`config.mk`:
```
export PLATFORM = sky130hd
export DESIGN_NAME = hpsi_top
export DESIGN_NICKNAME = d
export VERILOG_FILES = /design/src/hpsi_pkg.sv /design/src/hpsi_top.sv /design/src/hpsi_strap_sampler.sv /design/src/hpsi_stretch.sv
export SDC_FILE = /design/constraint.sdc
export NUM_CORES = 1
export LEC_CHECK = 0
export BUFFER_PORTS_ARGS = -buffer_cell sky130_fd_sc_hd__buf_2
export CAP_MARGIN = 10
export CORE_UTILIZATION = 46
export CTS_CLUSTER_SIZE = 14
export DETAILED_ROUTE_END_ITERATION = 12
export MAX_ROUTING_LAYER = met4
export PLACE_DENSITY = 0.78
export SETUP_SLACK_MARGIN = 0.05
export SLEW_MARGIN = 20
export SYNTH_ARGS = -nofsm -noshare
export SYNTH_HDL_FRONTEND = slang
export SYNTH_HIERARCHICAL = 1
export SYNTH_SLANG_ARGS = --single-unit
```
`constraint.sdc`:
```
create_clock -name clock -period 1.59 [get_ports clock]
set_clock_uncertainty 0.05 [all_clocks]
set_input_delay 0.318 -clock clock [delete_from_list [all_inputs] [get_ports clock]]
set_output_delay 0.318 -clock clock [all_outputs]
set_load 0.01 [all_outputs]
```
`src/hpsi_pkg.sv`:
```
// Shared constants and types for host port select and indicator logic
package hpsi_pkg;

    // Clock and timing
    localparam int CLK_PERIOD_NS = 40;
    localparam int STRAP_DELAY_NS = 5000;
    localparam int STRAP_DELAY_CYCLES = (STRAP_DELAY_NS + CLK_PERIOD_NS - 1) / CLK_PERIOD_NS;
    localparam int TICK_NS = 1000000;
    localparam int TICK_CYCLES = TICK_NS / CLK_PERIOD_NS;
    localparam int BLINK_MS = 40;
    localparam int BLINK_TICKS = (BLINK_MS * 1000000) / TICK_NS;

    // Indicator control register layout
    localparam int CTRL_WIDTH = 16;
    localparam int CFG_A_LSB = 12;
    localparam int CFG_B_LSB = 8;
    localparam int CFG_WIDTH = 4;

    // Indicator configuration codes
    localparam logic [3:0] IND_OFF = 4'h0;
    localparam logic [3:0] IND_ON = 4'h1;
    localparam logic [3:0] IND_LINK = 4'h2;
    localparam logic [3:0] IND_TX = 4'h3;
    localparam logic [3:0] IND_RX = 4'h4;
    localparam logic [3:0] IND_TXRX = 4'h5;
    localparam logic [3:0] IND_DUPLEX = 4'h6;
    localparam logic [3:0] IND_SPEED = 4'h7;
    localparam logic [3:0] IND_LINK_ACT = 4'h8;
    localparam logic [3:0] IND_BICOLOR_SPEED = 4'hE;
    localparam logic [3:0] IND_BICOLOR_FULL = 4'hF;

    // Reset values
    localparam logic [3:0] CFG_A_RST = IND_LINK;
    localparam logic [3:0] CFG_B_RST = IND_TXRX;

    // Interrupt sources
    localparam int INT_SRC_COUNT = 4;
    localparam int INT_SRC_RX = 0;
    localparam int INT_SRC_TX = 1;
    localparam int INT_SRC_OP = 2;
    localparam int INT_SRC_WAKE = 3;

    // Strap sampling phases
    typedef enum logic [2:0] {
        STRAP_WAIT = 3'b001,
        STRAP_TAKE = 3'b010,
        STRAP_DONE = 3'b100
    } hpsi_strap_e;

endpackage

```
`src/hpsi_top.sv`:
```
// Host port selection, interrupt pin and status indicator drivers
//
// Contract
// - Reset: indicator A link, B activity.
// - Receive activity shown for every detected packet.
// - Indicator lit means output driven high.
// - Indicators run without any host access.
// - Both fields 1111 or 1110 select bi-colour.
// - Bi-colour: lit on link, colour, blink.
// - 100 full idle: B high, A low.
// - Interrupt pin low while an enabled event pending.
// - Interrupt pin always driven after strap.
// - Rx, tx, operation, wake events interrupt.
// - Exactly one host port enabled once the strap is taken, none before.
// - Strap sampled once after reset delay.
// - High selects serial, low selects parallel.
// - Serial output undriven while select high.
// - Serial mode: parallel pins off except straps.
// - Parallel data pins input when unselected.
module hpsi_top #(
    parameter int TICK_CYCLES = hpsi_pkg::TICK_CYCLES,
    parameter int BLINK_TICKS = hpsi_pkg::BLINK_TICKS,
    parameter int STRAP_CYCLES = hpsi_pkg::STRAP_DELAY_CYCLES,
    parameter int AD_WIDTH = 16
) (
    input wire logic clock,
    input wire logic sys_rst,
    // Indicator control register access
    input wire logic indicator_cfg_wr,
    input wire logic [hpsi_pkg::CTRL_WIDTH-1:0] indicator_cfg_wdata,
    output logic [hpsi_pkg::CTRL_WIDTH-1:0] indicator_control_reg,
    // PHY status
    input wire logic link_up,
    input wire logic speed_100,
    input wire logic full_duplex,
    input wire logic tx_activity,
    input wire logic rx_activity,
    // Indicator pins
    output logic indicator_a,
    output logic indicator_b,
    // Interrupt events and control
    input wire logic [hpsi_pkg::INT_SRC_COUNT-1:0] int_event,
    input wire logic [hpsi_pkg::INT_SRC_COUNT-1:0] int_enable,
    input wire logic [hpsi_pkg::INT_SRC_COUNT-1:0] int_clear,
    output logic [hpsi_pkg::INT_SRC_COUNT-1:0] int_flags,
    // Shared interrupt / select pin
    input wire logic int_pin_i,
    output logic int_n_o,
    output logic int_n_oe,
    // Host port selection status
    output logic serial_enable,
    output logic parallel_enable,
    // Serial port
    input wire logic spi_cs_n,
    input wire logic spi_so_data,
    output logic spi_so_o,
    output logic spi_so_oe,
    // Parallel port
    input wire logic par_cs,
    input wire logic par_read,
    input wire logic [AD_WIDTH-1:0] par_ad_data,
    output logic [AD_WIDTH-1:0] par_ad_o,
    output logic par_ad_oe,
    output logic par_in_en,
    input wire logic parallel_mode_strap_2,
    input wire logic parallel_mode_strap_3,
    output logic parallel_mode_strap_2_q,
    output logic parallel_mode_strap_3_q
);
    localparam int TW = $clog2(TICK_CYCLES + 1);

    logic [hpsi_pkg::CFG_WIDTH-1:0] indicator_a_config;
    logic [hpsi_pkg::CFG_WIDTH-1:0] indicator_b_config;
    logic [TW-1:0] tick_count;
    logic tick_en;
    logic [1:0] act_event;
    logic [1:0] act_seen;
    logic tx_seen;
    logic rx_seen;
    logic serial_selected;
    logic select_valid;
    logic pin_release;
    logic bicolor;
    logic colour_b;
    logic bicolor_lit;
    logic next_indicator_a;
    logic next_indicator_b;
    logic [hpsi_pkg::INT_SRC_COUNT-1:0] next_int_flags;
    logic int_pending;

    if (TICK_CYCLES < 2 || AD_WIDTH < 8) begin : g_bad_param
        $error("TICK_CYCLES must be at least 2 and AD_WIDTH at least 8");
    end

    // Indicator configuration; reset leaves link on A, activity on B
    always_ff @(posedge clock or posedge sys_rst) begin
        if (sys_rst) begin
            indicator_a_config <= hpsi_pkg::CFG_A_RST;
            indicator_b_config <= hpsi_pkg::CFG_B_RST;
        end else if (indicator_cfg_wr) begin
            indicator_a_config <= indicator_cfg_wdata[hpsi_pkg::CFG_A_LSB +: hpsi_pkg::CFG_WIDTH];
            indicator_b_config <= indicator_cfg_wdata[hpsi_pkg::CFG_B_LSB +: hpsi_pkg::CFG_WIDTH];
        end
    end

    // Readback of the control register; low byte reads zero
    always_ff @(posedge clock or posedge sys_rst) begin
        if (sys_rst) begin
            indicator_control_reg <= {hpsi_pkg::CFG_A_RST, hpsi_pkg::CFG_B_RST, 8'h00};
        end else if (indicator_cfg_wr) begin
            indicator_control_reg <= {indicator_cfg_wdata[15:8], 8'h00};
        end
    end

    // Slow tick for blink timing, free running from reset
    always_ff @(posedge clock or posedge sys_rst) begin
        if (sys_rst) begin
            tick_count <= '0;
            tick_en <= 1'b0;
        end else if (tick_count == TW'(TICK_CYCLES - 1)) begin
            tick_count <= '0;
            tick_en <= 1'b1;
        end else begin
            tick_count <= tick_count + 1'b1;
            tick_en <= 1'b0;
        end
    end

    // Raw activity goes straight in; packet validity is never consulted
    assign act_event[0] = tx_activity;
    assign act_event[1] = rx_activity;

    // One stretcher per direction so short frames remain visible
    for (genvar ch = 0; ch < 2; ch++) begin : g_act
        hpsi_stretch #(
            .TICKS(BLINK_TICKS)
        ) u_stretch (
            .clock(clock),
            .sys_rst(sys_rst),
            .tick_en(tick_en),
            .event_in(act_event[ch]),
            .active(act_seen[ch])
        );
    end

    assign tx_seen = act_seen[0];
    assign rx_seen = act_seen[1];

    // Single colour decode of one configuration field
    function automatic logic ind_decode(
        input logic [3:0] cfg,
        input logic link,
        input logic spd,
        input logic dup,
        input logic tx,
        input logic rx
    );
        logic lit;
        lit = 1'b0;
        case (cfg)
            hpsi_pkg::IND_OFF: lit = 1'b0;
            hpsi_pkg::IND_ON: lit = 1'b1;
            hpsi_pkg::IND_LINK: lit = link;
            hpsi_pkg::IND_TX: lit = tx;
            hpsi_pkg::IND_RX: lit = rx;
            hpsi_pkg::IND_TXRX: lit = tx | rx;
            hpsi_pkg::IND_DUPLEX: lit = link & dup;
            hpsi_pkg::IND_SPEED: lit = link & spd;
            hpsi_pkg::IND_LINK_ACT: lit = link & ~(tx | rx);
            default: lit = 1'b0;
        endcase
        return lit;
    endfunction

    // Bi-colour needs both fields equal to one of the two special codes
    assign bicolor = (indicator_a_config == indicator_b_config) &&
        (indicator_a_config == hpsi_pkg::IND_BICOLOR_FULL ||
         indicator_a_config == hpsi_pkg::IND_BICOLOR_SPEED);

    // Colour: code F needs 100 full for side B, code E only 100
    assign colour_b = (indicator_a_config == hpsi_pkg::IND_BICOLOR_FULL) ?
        (speed_100 & full_duplex) : speed_100;

    // Lit only with link; any activity blanks the pair
    assign bicolor_lit = link_up & ~(tx_seen | rx_seen);

    // Pin level choice; high always means lit
    always_comb begin
        if (bicolor) begin
            next_indicator_a = bicolor_lit & ~colour_b;
            next_indicator_b = bicolor_lit & colour_b;
        end else begin
            next_indicator_a = ind_decode(indicator_a_config, link_up, speed_100,
                full_duplex, tx_seen, rx_seen);
            next_indicator_b = ind_decode(indicator_b_config, link_up, speed_100,
                full_duplex, tx_seen, rx_seen);
        end
    end

    // Indicator pins registered; active high sourcing drive
    always_ff @(posedge clock or posedge sys_rst) begin
        if (sys_rst) begin
            indicator_a <= 1'b0;
            indicator_b <= 1'b0;
        end else begin
            indicator_a <= next_indicator_a;
            indicator_b <= next_indicator_b;
        end
    end

    // Sticky flags; an event in the clear cycle wins over the clear
    always_comb begin
        next_int_flags = (int_flags & ~int_clear) | int_event;
    end

    always_ff @(posedge clock or posedge sys_rst) begin
        if (sys_rst) begin
            int_flags <= '0;
        end else begin
            int_flags <= next_int_flags;
        end
    end

    // Masked flags feed the pin; status stays readable for polling hosts
    assign int_pending = |(int_flags & int_enable);

    hpsi_strap_sampler #(
        .DELAY_CYCLES(STRAP_CYCLES)
    ) u_strap (
        .clock(clock),
        .sys_rst(sys_rst),
        .strap_level(int_pin_i),
        .serial_selected(serial_selected),
        .select_valid(select_valid),
        .pin_release(pin_release)
    );

    // Shared pin: floats for the strap, then driven, idle high
    always_ff @(posedge clock or posedge sys_rst) begin
        if (sys_rst) begin
            int_n_o <= 1'b1;
            int_n_oe <= 1'b0;
        end else begin
            int_n_o <= ~(pin_release & int_pending);
            int_n_oe <= pin_release;
        end
    end

    // Port enables; neither is on until the strap is known
    always_ff @(posedge clock or posedge sys_rst) begin
        if (sys_rst) begin
            serial_enable <= 1'b0;
            parallel_enable <= 1'b0;
        end else begin
            serial_enable <= select_valid & serial_selected;
            parallel_enable <= select_valid & ~serial_selected;
        end
    end

    // Serial output drives only while selected and chip select low
    always_ff @(posedge clock or posedge sys_rst) begin
        if (sys_rst) begin
            spi_so_o <= 1'b0;
            spi_so_oe <= 1'b0;
        end else begin
            spi_so_o <= spi_so_data;
            spi_so_oe <= select_valid & serial_selected & ~spi_cs_n;
        end
    end

    // Parallel data drive and input buffers; off in serial mode
    always_ff @(posedge clock or posedge sys_rst) begin
        if (sys_rst) begin
            par_ad_o <= '0;
            par_ad_oe <= 1'b0;
            par_in_en <= 1'b0;
        end else begin
            par_ad_o <= par_ad_data;
            par_ad_oe <= select_valid & ~serial_selected & par_cs & par_read;
            par_in_en <= select_valid & ~serial_selected;
        end
    end

    // Mode strap pins keep their input buffers in every mode
    always_ff @(posedge clock or posedge sys_rst) begin
        if (sys_rst) begin
            parallel_mode_strap_2_q <= 1'b0;
            parallel_mode_strap_3_q <= 1'b0;
        end else begin
            parallel_mode_strap_2_q <= parallel_mode_strap_2;
            parallel_mode_strap_3_q <= parallel_mode_strap_3;
        end
    end

endmodule

```
`src/hpsi_strap_sampler.sv`:
```
// Samples the shared interrupt/select pin once after reset and holds the result
module hpsi_strap_sampler #(
    parameter int DELAY_CYCLES = hpsi_pkg::STRAP_DELAY_CYCLES
) (
    input wire logic clock,
    input wire logic sys_rst,
    input wire logic strap_level,
    output logic serial_selected,
    output logic select_valid,
    output logic pin_release
);
    localparam int CW = $clog2(DELAY_CYCLES + 1);

    hpsi_pkg::hpsi_strap_e state;
    logic [CW-1:0] wait_count;

    if (DELAY_CYCLES < 1) begin : g_bad_delay
        $error("DELAY_CYCLES must be at least one");
    end

    // Phase sequencing; once done nothing but reset leaves it
    always_ff @(posedge clock or posedge sys_rst) begin
        if (sys_rst) begin
            state <= hpsi_pkg::STRAP_WAIT;
            wait_count <= '0;
        end else begin
            case (state)
                hpsi_pkg::STRAP_WAIT: begin
                    if (wait_count == CW'(DELAY_CYCLES - 1)) begin
                        state <= hpsi_pkg::STRAP_TAKE;
                    end else begin
                        wait_count <= wait_count + 1'b1;
                    end
                end
                hpsi_pkg::STRAP_TAKE: state <= hpsi_pkg::STRAP_DONE;
                hpsi_pkg::STRAP_DONE: state <= hpsi_pkg::STRAP_DONE;
                default: state <= hpsi_pkg::STRAP_WAIT;
            endcase
        end
    end

    // Single capture of the strap level; later pin activity is ignored
    always_ff @(posedge clock or posedge sys_rst) begin
        if (sys_rst) begin
            serial_selected <= 1'b0;
            select_valid <= 1'b0;
        end else if (state == hpsi_pkg::STRAP_TAKE) begin
            serial_selected <= strap_level;
            select_valid <= 1'b1;
        end
    end

    // Pin stays undriven until the level is captured
    always_ff @(posedge clock or posedge sys_rst) begin
        if (sys_rst) begin
            pin_release <= 1'b0;
        end else if (state == hpsi_pkg::STRAP_TAKE) begin
            pin_release <= 1'b1;
        end
    end

endmodule

```
`src/hpsi_stretch.sv`:
```
// Stretches a one-cycle activity event into a visible indicator pulse
module hpsi_stretch #(
    parameter int TICKS = hpsi_pkg::BLINK_TICKS
) (
    input wire logic clock,
    input wire logic sys_rst,
    input wire logic tick_en,
    input wire logic event_in,
    output logic active
);
    localparam int CW = $clog2(TICKS + 1);

    logic [CW-1:0] remain;

    if (TICKS < 1) begin : g_bad_ticks
        $error("TICKS must be at least one");
    end

    // A new event reloads even while a tick is decrementing
    always_ff @(posedge clock or posedge sys_rst) begin
        if (sys_rst) begin
            remain <= '0;
        end else if (event_in) begin
            remain <= CW'(TICKS);
        end else if (tick_en && remain != '0) begin
            remain <= remain - 1'b1;
        end
    end

    // Registered so the indicator path is glitch free
    always_ff @(posedge clock or posedge sys_rst) begin
        if (sys_rst) begin
            active <= 1'b0;
        end else begin
            active <= event_in || (remain > CW'(1)) || (remain == CW'(1) && !tick_en);
        end
    end

endmodule

```
==> results of run 1 <==
## Yosys cell counts (3+ instances only)
cell type,number
dfrtp_1,76
nor2_1,22
inv_1,18
xnor2_1,15
a21oi_1,12
nand3_1,12
nand2_1,11
buf_4,10
mux2_2,9
ha_1,7
nor3b_1,7
nor3_1,6
nor4_1,6
o21ai_0,6
a31oi_1,5
dfstp_2,5
or4_1,5
xor2_1,5
a21o_1,4
clkbuf_1,4
mux2i_1,4
nand2b_1,4
nor2b_1,4
o31ai_1,4
or3_1,4
a211oi_1,3
nor4b_1,3
o211ai_1,3
## per-layer routing
metal  wire length, um  share of wire, %  vias to the layer above  global-route usage, %
met4               151               2.2                        0                   8.20
li1                  -                 -                     1322                      -
met2              3530                51                       86                   29.4
met5                 0                 0                        -                      -
met1              2960                42                     1297                   21.9
met3               330               4.7                       15                   3.79
## per-stage QoR
stage	util, %	instance area (sq um)	setup WS, ns	hold WS [ns]
2_1_floorplan	-	3640	0.0572	0.0714
3_3_place_gp	57.7	4280	0.0450	0.271
3_5_place_dp	57.7	4280	0.000402	0.282
4_1_cts	61.3	4540	0.0325	0.00619
5_1_grt	62.3	4620	-0.0147	0.00513
6_report	62.3	4620	0.0256	0.0229
## where the power goes
group | switching, W | internal (W) | leakage [nW] | total [W]
Clock | 0.000726 | 0.000721 | 0.0840 | 0.00145
Combinational | 0.000177 | 0.000161 | 1.03 | 0.000337
Sequential | 0.0000434 | 0.00212 | 0.988 | 0.00217
Total | 0.000946 | 0.00301 | 2.10 | 0.00395
## layout make-up
cell class                      instances  area [sq um]  area share [%]
Multi-Input combinational cell        203          1520            32.8
Tap cell                               99           124            2.68
Timing Repair Buffer                  118           682            14.8
Sequential cell                        81          2030            44.0
Clock inverter                          6          68.8            1.49
Inverter                               18          71.3            1.54
Clock buffer                            9           124            2.68
## worst paths after layout
kind,startpoint,to,cells after the start
min in group asynchronous,sys_rst,g_act[1].u_stretch/remain[3],3
max reg2reg,g_act[0].u_stretch/remain[3],g_act[0].u_stretch/remain[0],3
max,g_act[0].u_stretch/remain[3],g_act[0].u_stretch/remain[0],3
min reg2reg,u_strap/pin_release,int_n_oe,0
max in group asynchronous,sys_rst,indicator_a_config[1],4
min,parallel_mode_strap_2,parallel_mode_strap_2_q,1
## cells by family after synthesis
kind of cell	Yosys count	share of synthesized area (%)
XOR/XNOR	20	4.86
flip-flops	81	56.4
AO/OA/AOI/OAI	45	8.29
AND/OR/NAND/NOR	109	19.1
adder cells (fa/ha/maj)	7	2.43
buffers and inverters	33	4.51
multiplexers	14	4.34
other	1	0.104
## repair_timing
| item | CTS | global route |
|---|---|---|
| endpoints found under the hold margin | 25 | 1 |
| buffers inserted | 4 | 2 |
| setup endpoints to repair | 5 | 19 |
| pin swaps | 0 | 3 |
| gates resized for setup | 5 | 17 |
| hold buffers | 1 | 1 |
==> impl_metrics.ini, run 1 <==
[final_layout]
instances_no_fill = 534
final_cell_mix = buf_2 (90), dfrtp_1 (76), buf_4 (24), nor2_1 (22), xnor2_1 (15)
n_antenna_cell = 0
nets = 497
area_growth_pct = 28.1
regMostFlops = par_ad_o
layout-drive-gt1-share_pct = 41.6
final_common_cell = buf_2
largest_reg_flops = 16
reg.largest.list = par_ad_o: 16 flops, tick_count: 15 flops, g_act.u_stretch/remain: 12 flops
fillers = 584

[placed_design]
gp_congestion = 0.827
place_inst = 511
hpwl_um = 5060
portBuffers = 90

[floorplan]
ios = 107
die_w_um = 90.5
die-area_sq_um = 8200
start_util_pct = 48.7
rows = 31
die_y_um = 90.5
core_sq_um = 7410

[timing]
period_needed_ns = 1.56
drv_slew = 0
rsz0062_at_grt = true
finalSetupViolations = 0
final.setup.tns_ns = 0
hold_violations = 0
fin_crit_sh_pct = 98.4
fmax_mhz = 639

[critical_path]
worstPathArrival_ns = 1.80
worstSetupStartpointType = flop
r2r_setup_slack_ns = 0.03
critical-path-top-delay-family = simple AND/OR/NAND/NOR gates
critPathMaxFanout = 5
critPathCaptureType = flop
crit_path_frequent_cell = or4_4
critPathMaxStageDelay_ns = 0.56
crit_chain = or4_4 -> or4_4 -> nand3_2
path_class = reg2reg
required_ns = 1.82
critPathSlowestCell = or4_4
path_buf_inv = 0

[drt]
routed_wirelength_um = 6980
firstDrtPassIters = 4
ant_nets = 0
post-route-drc-count = 0
wire_per_inst_um = 13.1
drt-initial-drc-count = 77
vias = 2720
avgViaCountPerCell = 5.09

[clocking]
cts_sinks = 81
cts_tree = done
cts_made_buffers = 9
clk_latency_ns = 0.35
clk_path_buf_depth = 2
htreeDepth = 3
cts_root_buf = clkbuf_8
path_clk_slew_ns = 0.08

[yosys]
ys.warnings.count = 6
yosysTopAreaCell = dfrtp_1
synth-edff-count = 0
netlist-cell-type-count = 57
ys_seq_area_share_pct = 56.4
avgSynthCellArea_sq_um = 11.6
synth.area.top_cells = dfrtp_1 (53%), dfstp_2 (3.6%), xnor2_1 (3.6%), mux2_2 (2.8%), ha_1 (2.4%)
ys_dominant_reg_cell = dfrtp_1
synth_top_area_share_pct = 52.7
ys_seq_elements = 81
synthArstFlopShare_pct = 100
syn_area_sq_um = 3610
synthCells = 310

[power_and_ir_drop]
power.density_nw_per_um2 = 856
p_total_w = 0.00395
peakVddDrop_uv = 434
p_leak_nw = 2.10

[worst_hold_path]
hold_path_class = in2reg

[global_routing]
grt_pass1_vias = 2609
grt_use_total_pct = 18.2
grt_pass1_wl_um = 11600
grt_max_degree = 56
overflow = 0
antenna_found_initial = 0

[run_status]
run_status = finished clean

[flow_run]
cap_violations = 0
(Power assumes the default switching activity.)
==> run 2: changes to the inputs <==
--- a/config.mk
+++ b/config.mk
@@ -7,11 +7,13 @@
 export LEC_CHECK = 0
 export BUFFER_PORTS_ARGS = -buffer_cell sky130_fd_sc_hd__buf_2
 export CAP_MARGIN = 10
-export CORE_UTILIZATION = 46
+export CELL_PAD_IN_SITES_DETAIL_PLACEMENT = 1
+export CELL_PAD_IN_SITES_GLOBAL_PLACEMENT = 1
+export CORE_UTILIZATION = 36
 export CTS_CLUSTER_SIZE = 14
 export DETAILED_ROUTE_END_ITERATION = 12
 export MAX_ROUTING_LAYER = met4
-export PLACE_DENSITY = 0.78
+export PLACE_DENSITY = 0.79
 export SETUP_SLACK_MARGIN = 0.05
 export SLEW_MARGIN = 20
 export SYNTH_ARGS = -nofsm -noshare
==> run 2 against run 1 <==
Compared with the run above: non-clock buffer count is 4 higher; register-to-register slack about the same; critical path depth unchanged; die area up 27%; core utilization down 13 points; worst hold slack worse by 0.0028 ns; largest cell class unchanged; critical endpoint unchanged; clock power grew 7%; via count is 3.5% higher; clock-buffer cell count up 1.
==> impl_metrics.ini, run 2 (synthesized netlist as in run 1, its figures left out) <==
[power_and_ir_drop]
p_leak_nw = 2.17
seqPwrFrac_pct = 53.0
power_frac_comb_pct = 9.1
pwr-share-clk_pct = 37.9
switching_share_pct = 24.7
peakVddDrop_uv = 472
p_sw_w = 0.00101
p_total_w = 0.00408
power.density_nw_per_um2 = 855
p_int_w = 0.00307

[clocking]
cts_tree = done
cts_sinks = 81
htreeDepth = 3
cts_made_buffers = 9
path_clk_slew_ns = 0.09
cts_root_buf = clkbuf_8
clk_path_buf_depth = 2
clk_latency_ns = 0.34

[critical_path]
startpoint = g_act[0].u_stretch/remain[3]
critPathMaxStageDelay_ns = 0.55
path_class = reg2reg
worstPathArrival_ns = 1.80
rr_startpoint = g_act[0].u_stretch/remain[3]
crit_path_frequent_cell = or4_4
critical-path-top-delay-family = simple AND/OR/NAND/NOR gates
required_ns = 1.82
r2r_setup_slack_ns = 0.03
path_buf_inv = 0
crit_cells = 3
critPathCaptureType = flop
crit_end = g_act[0].u_stretch/remain[0]
worstSetupStartpointType = flop
rr_endpoint = g_act[0].u_stretch/remain[0]
critPathMaxFanout = 3
crit_chain = or4_4 -> or4_4 -> nand3_2
critPathSlowestCell = or4_4
rr_worst_depth = 3

[drt]
avgViaCountPerCell = 4.91
drt-initial-drc-count = 56
ant_nets = 0
firstDrtPassIters = 6
post-route-drc-count = 0
routed_wirelength_um = 8960
vias = 2814
wire_per_inst_um = 15.6

[final_layout]
final_cell_mix = buf_2 (88), dfrtp_1 (75), buf_4 (28), nor2_1 (22), xnor2_1 (15)
n_antenna_cell = 0
largest_reg_flops = 16
final_common_cell = buf_2
regMostFlops = par_ad_o
seq_area_sq_um = 2030
fillers = 1109
area_growth_pct = 32.4
layout-drive-gt1-share_pct = 43.6
multiInputGateArea_sq_um = 1580
nets = 501
reg.largest.list = par_ad_o: 16 flops, tick_count: 15 flops, g_act.u_stretch/remain: 12 flops
post-route-util_pct = 49.1

[timing]
rsz0062_at_grt = true
hold_violations = 0
finalSetupViolations = 0
setup_ws_ns = 0.0281
period_needed_ns = 1.56
fin_crit_sh_pct = 98.2
fmax_mhz = 640
hold_ws_ns = 0.0201
drv_slew = 0

[global_routing]
antenna_found_initial = 0
grt_pass1_vias = 3027
overflow = 0
grt_max_degree = 30
grt_pass1_wl_um = 14400
grt_use_total_pct = 18.5

[floorplan]
rows = 36
core_sq_um = 9730
die-area_sq_um = 10400
die_w_um = 102
ios = 107
die_y_um = 102
start_util_pct = 37.1

[placed_design]
place_ws_ns = 0.0138
portBuffers = 90
hpwl_um = 6430
gp_congestion = 0.815

[flow_run]
cap_violations = 0

[worst_hold_path]
hold_path_class = in2reg

[run_status]
run_status = finished clean
[run 2: changes by cell type in the layout (fill, tap and decap cells not counted), moves of 2 or more]
cell	change
buf_6	+4
clkinv_2	+2
nor4_2	-3
clkinvlp_4	-3
buf_2	-2
buf_4	+4
nor4_4	+2
[run 2: through the flow]
| step | instance area [sq um] | TNS, ns | std cells |
|---|---|---|---|
| 6_report | 4780 | 0 | 573 |
| 5_1_grt | 4780 | -0.0156 | 573 |
| 4_1_cts | 4630 | 0 | 571 |
| 3_5_place_dp | 4350 | 0 | 551 |
| 3_3_place_gp | 4350 | 0 | 551 |
| 2_1_floorplan | 3640 | 0 | 317 |
[run 2: final cells by class]
| type | count | share of cell area (%) |
|---|---|---|
| clock inverter | 6 | 1.36 |
| multi-input combinational | 203 | 33.2 |
| clock buffer | 10 | 2.88 |
| sequential | 81 | 42.6 |
| inverter | 18 | 1.49 |
| tap | 133 | 3.48 |
| timing repair buffer | 122 | 15.0 |
[run 2: how the worst min path moves through the flow]
stage	start	end	slack [ns]	cells past startpoint
floorplan	sys_rst	g_act[0].u_stretch/active	0.07	1
global placement	sys_rst	g_act[1].u_stretch/remain[3]	0.27	2
detailed placement	sys_rst	g_act[1].u_stretch/active	0.28	2
CTS	par_ad_data[9]	par_ad_o[9]	0.007	1
global route	par_ad_data[9]	par_ad_o[9]	0.0008	1
finish	par_ad_data[8]	par_ad_o[8]	0.02	1
[run 2: worst reg2reg max path: stages (launching register included)]
cell	delay, ns
dfrtp_1	0.40
or4_4	0.55
or4_4	0.43
nand3_2	0.08
[run 2: layer usage]
metal | global-route usage [%] | part of all wire, % | vias up
met5 | - | 0 | -
met3 | 3.15 | 3.1 | 9
met2 | 31.4 | 53 | 53
li1 | - | - | 1330
met1 | 22.7 | 42 | 1422
met4 | 5.27 | 0.89 | 0
[run 2: repair_timing]
| item | 4_1_cts | 5_1_grt |
|---|---|---|
| setup endpoints to repair | 14 | 24 |
| endpoints found under the hold margin | 25 | 0 |
| setup buffers | 3 | 2 |
| hold buffers | 1 | 0 |
| cloned | 0 | 0 |
| resized for setup | 8 | 28 |
| pin swaps | 1 | 3 |
[run 2: power groups by stage]
stage                     logic, W  clock network, W  registers [W]
after global routing      0.000412           0.00168        0.00218
after floorplan           0.000148                 0        0.00224
after global placement    0.000348                 0        0.00220
after detailed placement  0.000359                 0        0.00220
after CTS                 0.000367           0.00159        0.00216
final                     0.000372           0.00155        0.00217
==> run 3: changes to the inputs <==
--- a/config.mk
+++ b/config.mk
@@ -5,11 +5,12 @@
 export SDC_FILE = /design/constraint.sdc
 export NUM_CORES = 1
 export LEC_CHECK = 0
+export ABC_AREA = 1
 export BUFFER_PORTS_ARGS = -buffer_cell sky130_fd_sc_hd__buf_2
 export CAP_MARGIN = 10
-export CELL_PAD_IN_SITES_DETAIL_PLACEMENT = 1
+export CELL_PAD_IN_SITES_DETAIL_PLACEMENT = 0
 export CELL_PAD_IN_SITES_GLOBAL_PLACEMENT = 1
-export CORE_UTILIZATION = 36
+export CORE_UTILIZATION = 35
 export CTS_CLUSTER_SIZE = 14
 export DETAILED_ROUTE_END_ITERATION = 12
 export MAX_ROUTING_LAYER = met4
==> run 3 against run 2 <==
Compared with the run above: routed wire length fell by 7.4%; clock-buffer cell count rose by 1; fmax rose by 9.1%; first-iteration DRC count rose by 150%; sequential share of layout area fell by 0.87 points; cell area rose by 2.0%; largest cell class unchanged; largest power group unchanged.
==> impl_metrics.ini, run 3 <==
[timing]
hold_violations = 0
period_needed_ns = 1.43
final.setup.tns_ns = 0
setup_ws_ns = 0.158
fmax_mhz = 698
finalSetupViolations = 0
rsz0062_at_grt = false
drv_slew = 0
fin_crit_sh_pct = 90.0

[critical_path]
worstSetupStartpointType = flop
critPathCaptureType = primary output
critPathMaxFanout = 6
worstPathArrival_ns = 1.06
critical-path-top-delay-family = flip-flops
path_buf_inv = 1
path_class = reg2out
required_ns = 1.22
critPathMaxStageDelay_ns = 0.59
crit_chain = buf_2
critPathSlowestCell = dfstp_2

[final_layout]
regMostFlops = par_ad_o
final_cell_mix = nand2_1 (98), buf_2 (90), dfrtp_1 (76), inv_1 (56), nand3_1 (53)
largest_reg_flops = 16
nets = 623
area_growth_pct = 23.4
reg.largest.list = par_ad_o: 16 flops, tick_count: 15 flops, g_act.u_stretch/remain: 12 flops
final_common_cell = nand2_1
layout-drive-gt1-share_pct = 27.8
post-route-cell-area_sq_um = 4870
instances_no_fill = 704

[clocking]
cts_made_buffers = 9
clk_path_buf_depth = 2
htreeDepth = 3
path_clk_slew_ns = 0.06
cts_root_buf = clkbuf_16
cts_tree = done
cts_sinks = 81
clk_latency_ns = 0.33

[drt]
post-route-drc-count = 0
firstDrtPassIters = 4
routed_wirelength_um = 8300
vias = 3164
wire_per_inst_um = 11.8
avgViaCountPerCell = 4.49
ant_nets = 0
drt-initial-drc-count = 138

[floorplan]
die_y_um = 108
ios = 107
core_sq_um = 10900
start_util_pct = 36.1
die-area_sq_um = 11700
rows = 38
die_w_um = 108

[power_and_ir_drop]
power.density_nw_per_um2 = 989
p_leak_nw = 2.58
peakVddDrop_uv = 592

[global_routing]
grt_use_total_pct = 16.2
grt_max_degree = 19
overflow = 0
grt_pass1_vias = 3114
antenna_found_initial = 2
grt_pass1_wl_um = 14200

[yosys]
synthCells = 456
syn_area_sq_um = 3950
synth-edff-count = 0
synthArstFlopShare_pct = 100
ys_dominant_reg_cell = dfrtp_1
ys.warnings.count = 6
ys_seq_area_share_pct = 51.5
ys_seq_elements = 81
yosysTopAreaCell = dfrtp_1
synth_commonest_cells = nand2_1 (98), dfrtp_1 (76), inv_1 (57)
synth.area.top_cells = dfrtp_1 (48%), nand2_1 (9.3%), nand3_1 (6.7%), inv_1 (5.4%), nor2_1 (4.8%)
avgSynthCellArea_sq_um = 8.66
synth_top_area_share_pct = 48.2
netlist-cell-type-count = 29
synth_most_common_cell = nand2_1

[placed_design]
gp_congestion = 0.845
hpwl_um = 6500
place_ws_ns = 0.173
place_inst = 685
portBuffers = 90
dpl-instance-area_sq_um = 4560

[run_status]
run_status = finished clean

[flow_run]
cap_violations = 0

[worst_hold_path]
hold_path_class = in2reg
## run 3: path summary, 6_finish.rpt
check                                 startpoint                      endpoint  slack, ns  cells after the start
min                               par_ad_data[9]                   par_ad_o[9]       0.04                      1
min in group asynchronous                sys_rst  g_act[1].u_stretch/remain[0]       0.46                      3
max reg2reg                        tick_count[0]                tick_count[10]       0.19                      6
max in group asynchronous                sys_rst                  par_ad_o[15]       0.43                      4
min reg2reg                  u_strap/pin_release                      int_n_oe       0.40                      0
max                        indicator_b_config[0]      indicator_control_reg[8]       0.16                      1
## run 3: power by group
part / switching [W] / internal [W] / total, W
Sequential: 0.0000827 / 0.00216 / 0.00224
Clock: 0.000778 / 0.00125 / 0.00203
Combinational: 0.000328 / 0.000218 / 0.000546
## run 3: kinds of logic after synthesis
kind of cell / after synthesis / share of synthesized area (%)
AND/OR/NAND/NOR: 245 / 29.7
flip-flops: 81 / 51.5
buffers and inverters: 79 / 8.46
AO/OA/AOI/OAI: 27 / 4.34
XOR/XNOR: 14 / 3.11
adder cells (fa/ha/maj): 7 / 2.22
multiplexers: 2 / 0.570
other: 1 / 0.0950
## run 3: repair_timing
action / CTS / global route
buffers inserted: 0 / 0
hold endpoints to repair: 16 / 0
gates resized for setup: 0 / 0
hold buffers: 1 / 0
## run 3: final cells by class
| cell class | count | area (sq um) |
|---|---|---|
| Sequential cell | 81 | 2030 |
| Timing Repair Buffer | 94 | 495 |
| Inverter | 68 | 259 |
| Clock buffer | 11 | 243 |
| Fill cell | 1082 | 6060 |
| Clock inverter | 5 | 55.1 |
| Multi-Input combinational cell | 303 | 1610 |
| Tap cell | 140 | 175 |
| Antenna cell | 2 | 5.00 |
## run 3: per-layer routing
layer | vias up | global-route usage [%] | part of all wire [%]
li1 | 1622 | - | -
met1 | 1442 | 19.9 | 46
met2 | 91 | 25.5 | 46
met3 | 9 | 4.22 | 6.1
met4 | 0 | 6.16 | 1.4
met5 | - | - | 0
## run 3: metrics by stage
step | util (%) | total power [W] | hold WS, ns
after floorplan | - | 0.00263 | 0.0714
after global placement | 41.7 | 0.00282 | 0.281
after detailed placement | 41.7 | 0.00283 | 0.285
after CTS | 44.5 | 0.00490 | 0.0293
after global routing | 44.6 | 0.00506 | 0.0303
final | 44.6 | 0.00482 | 0.0428
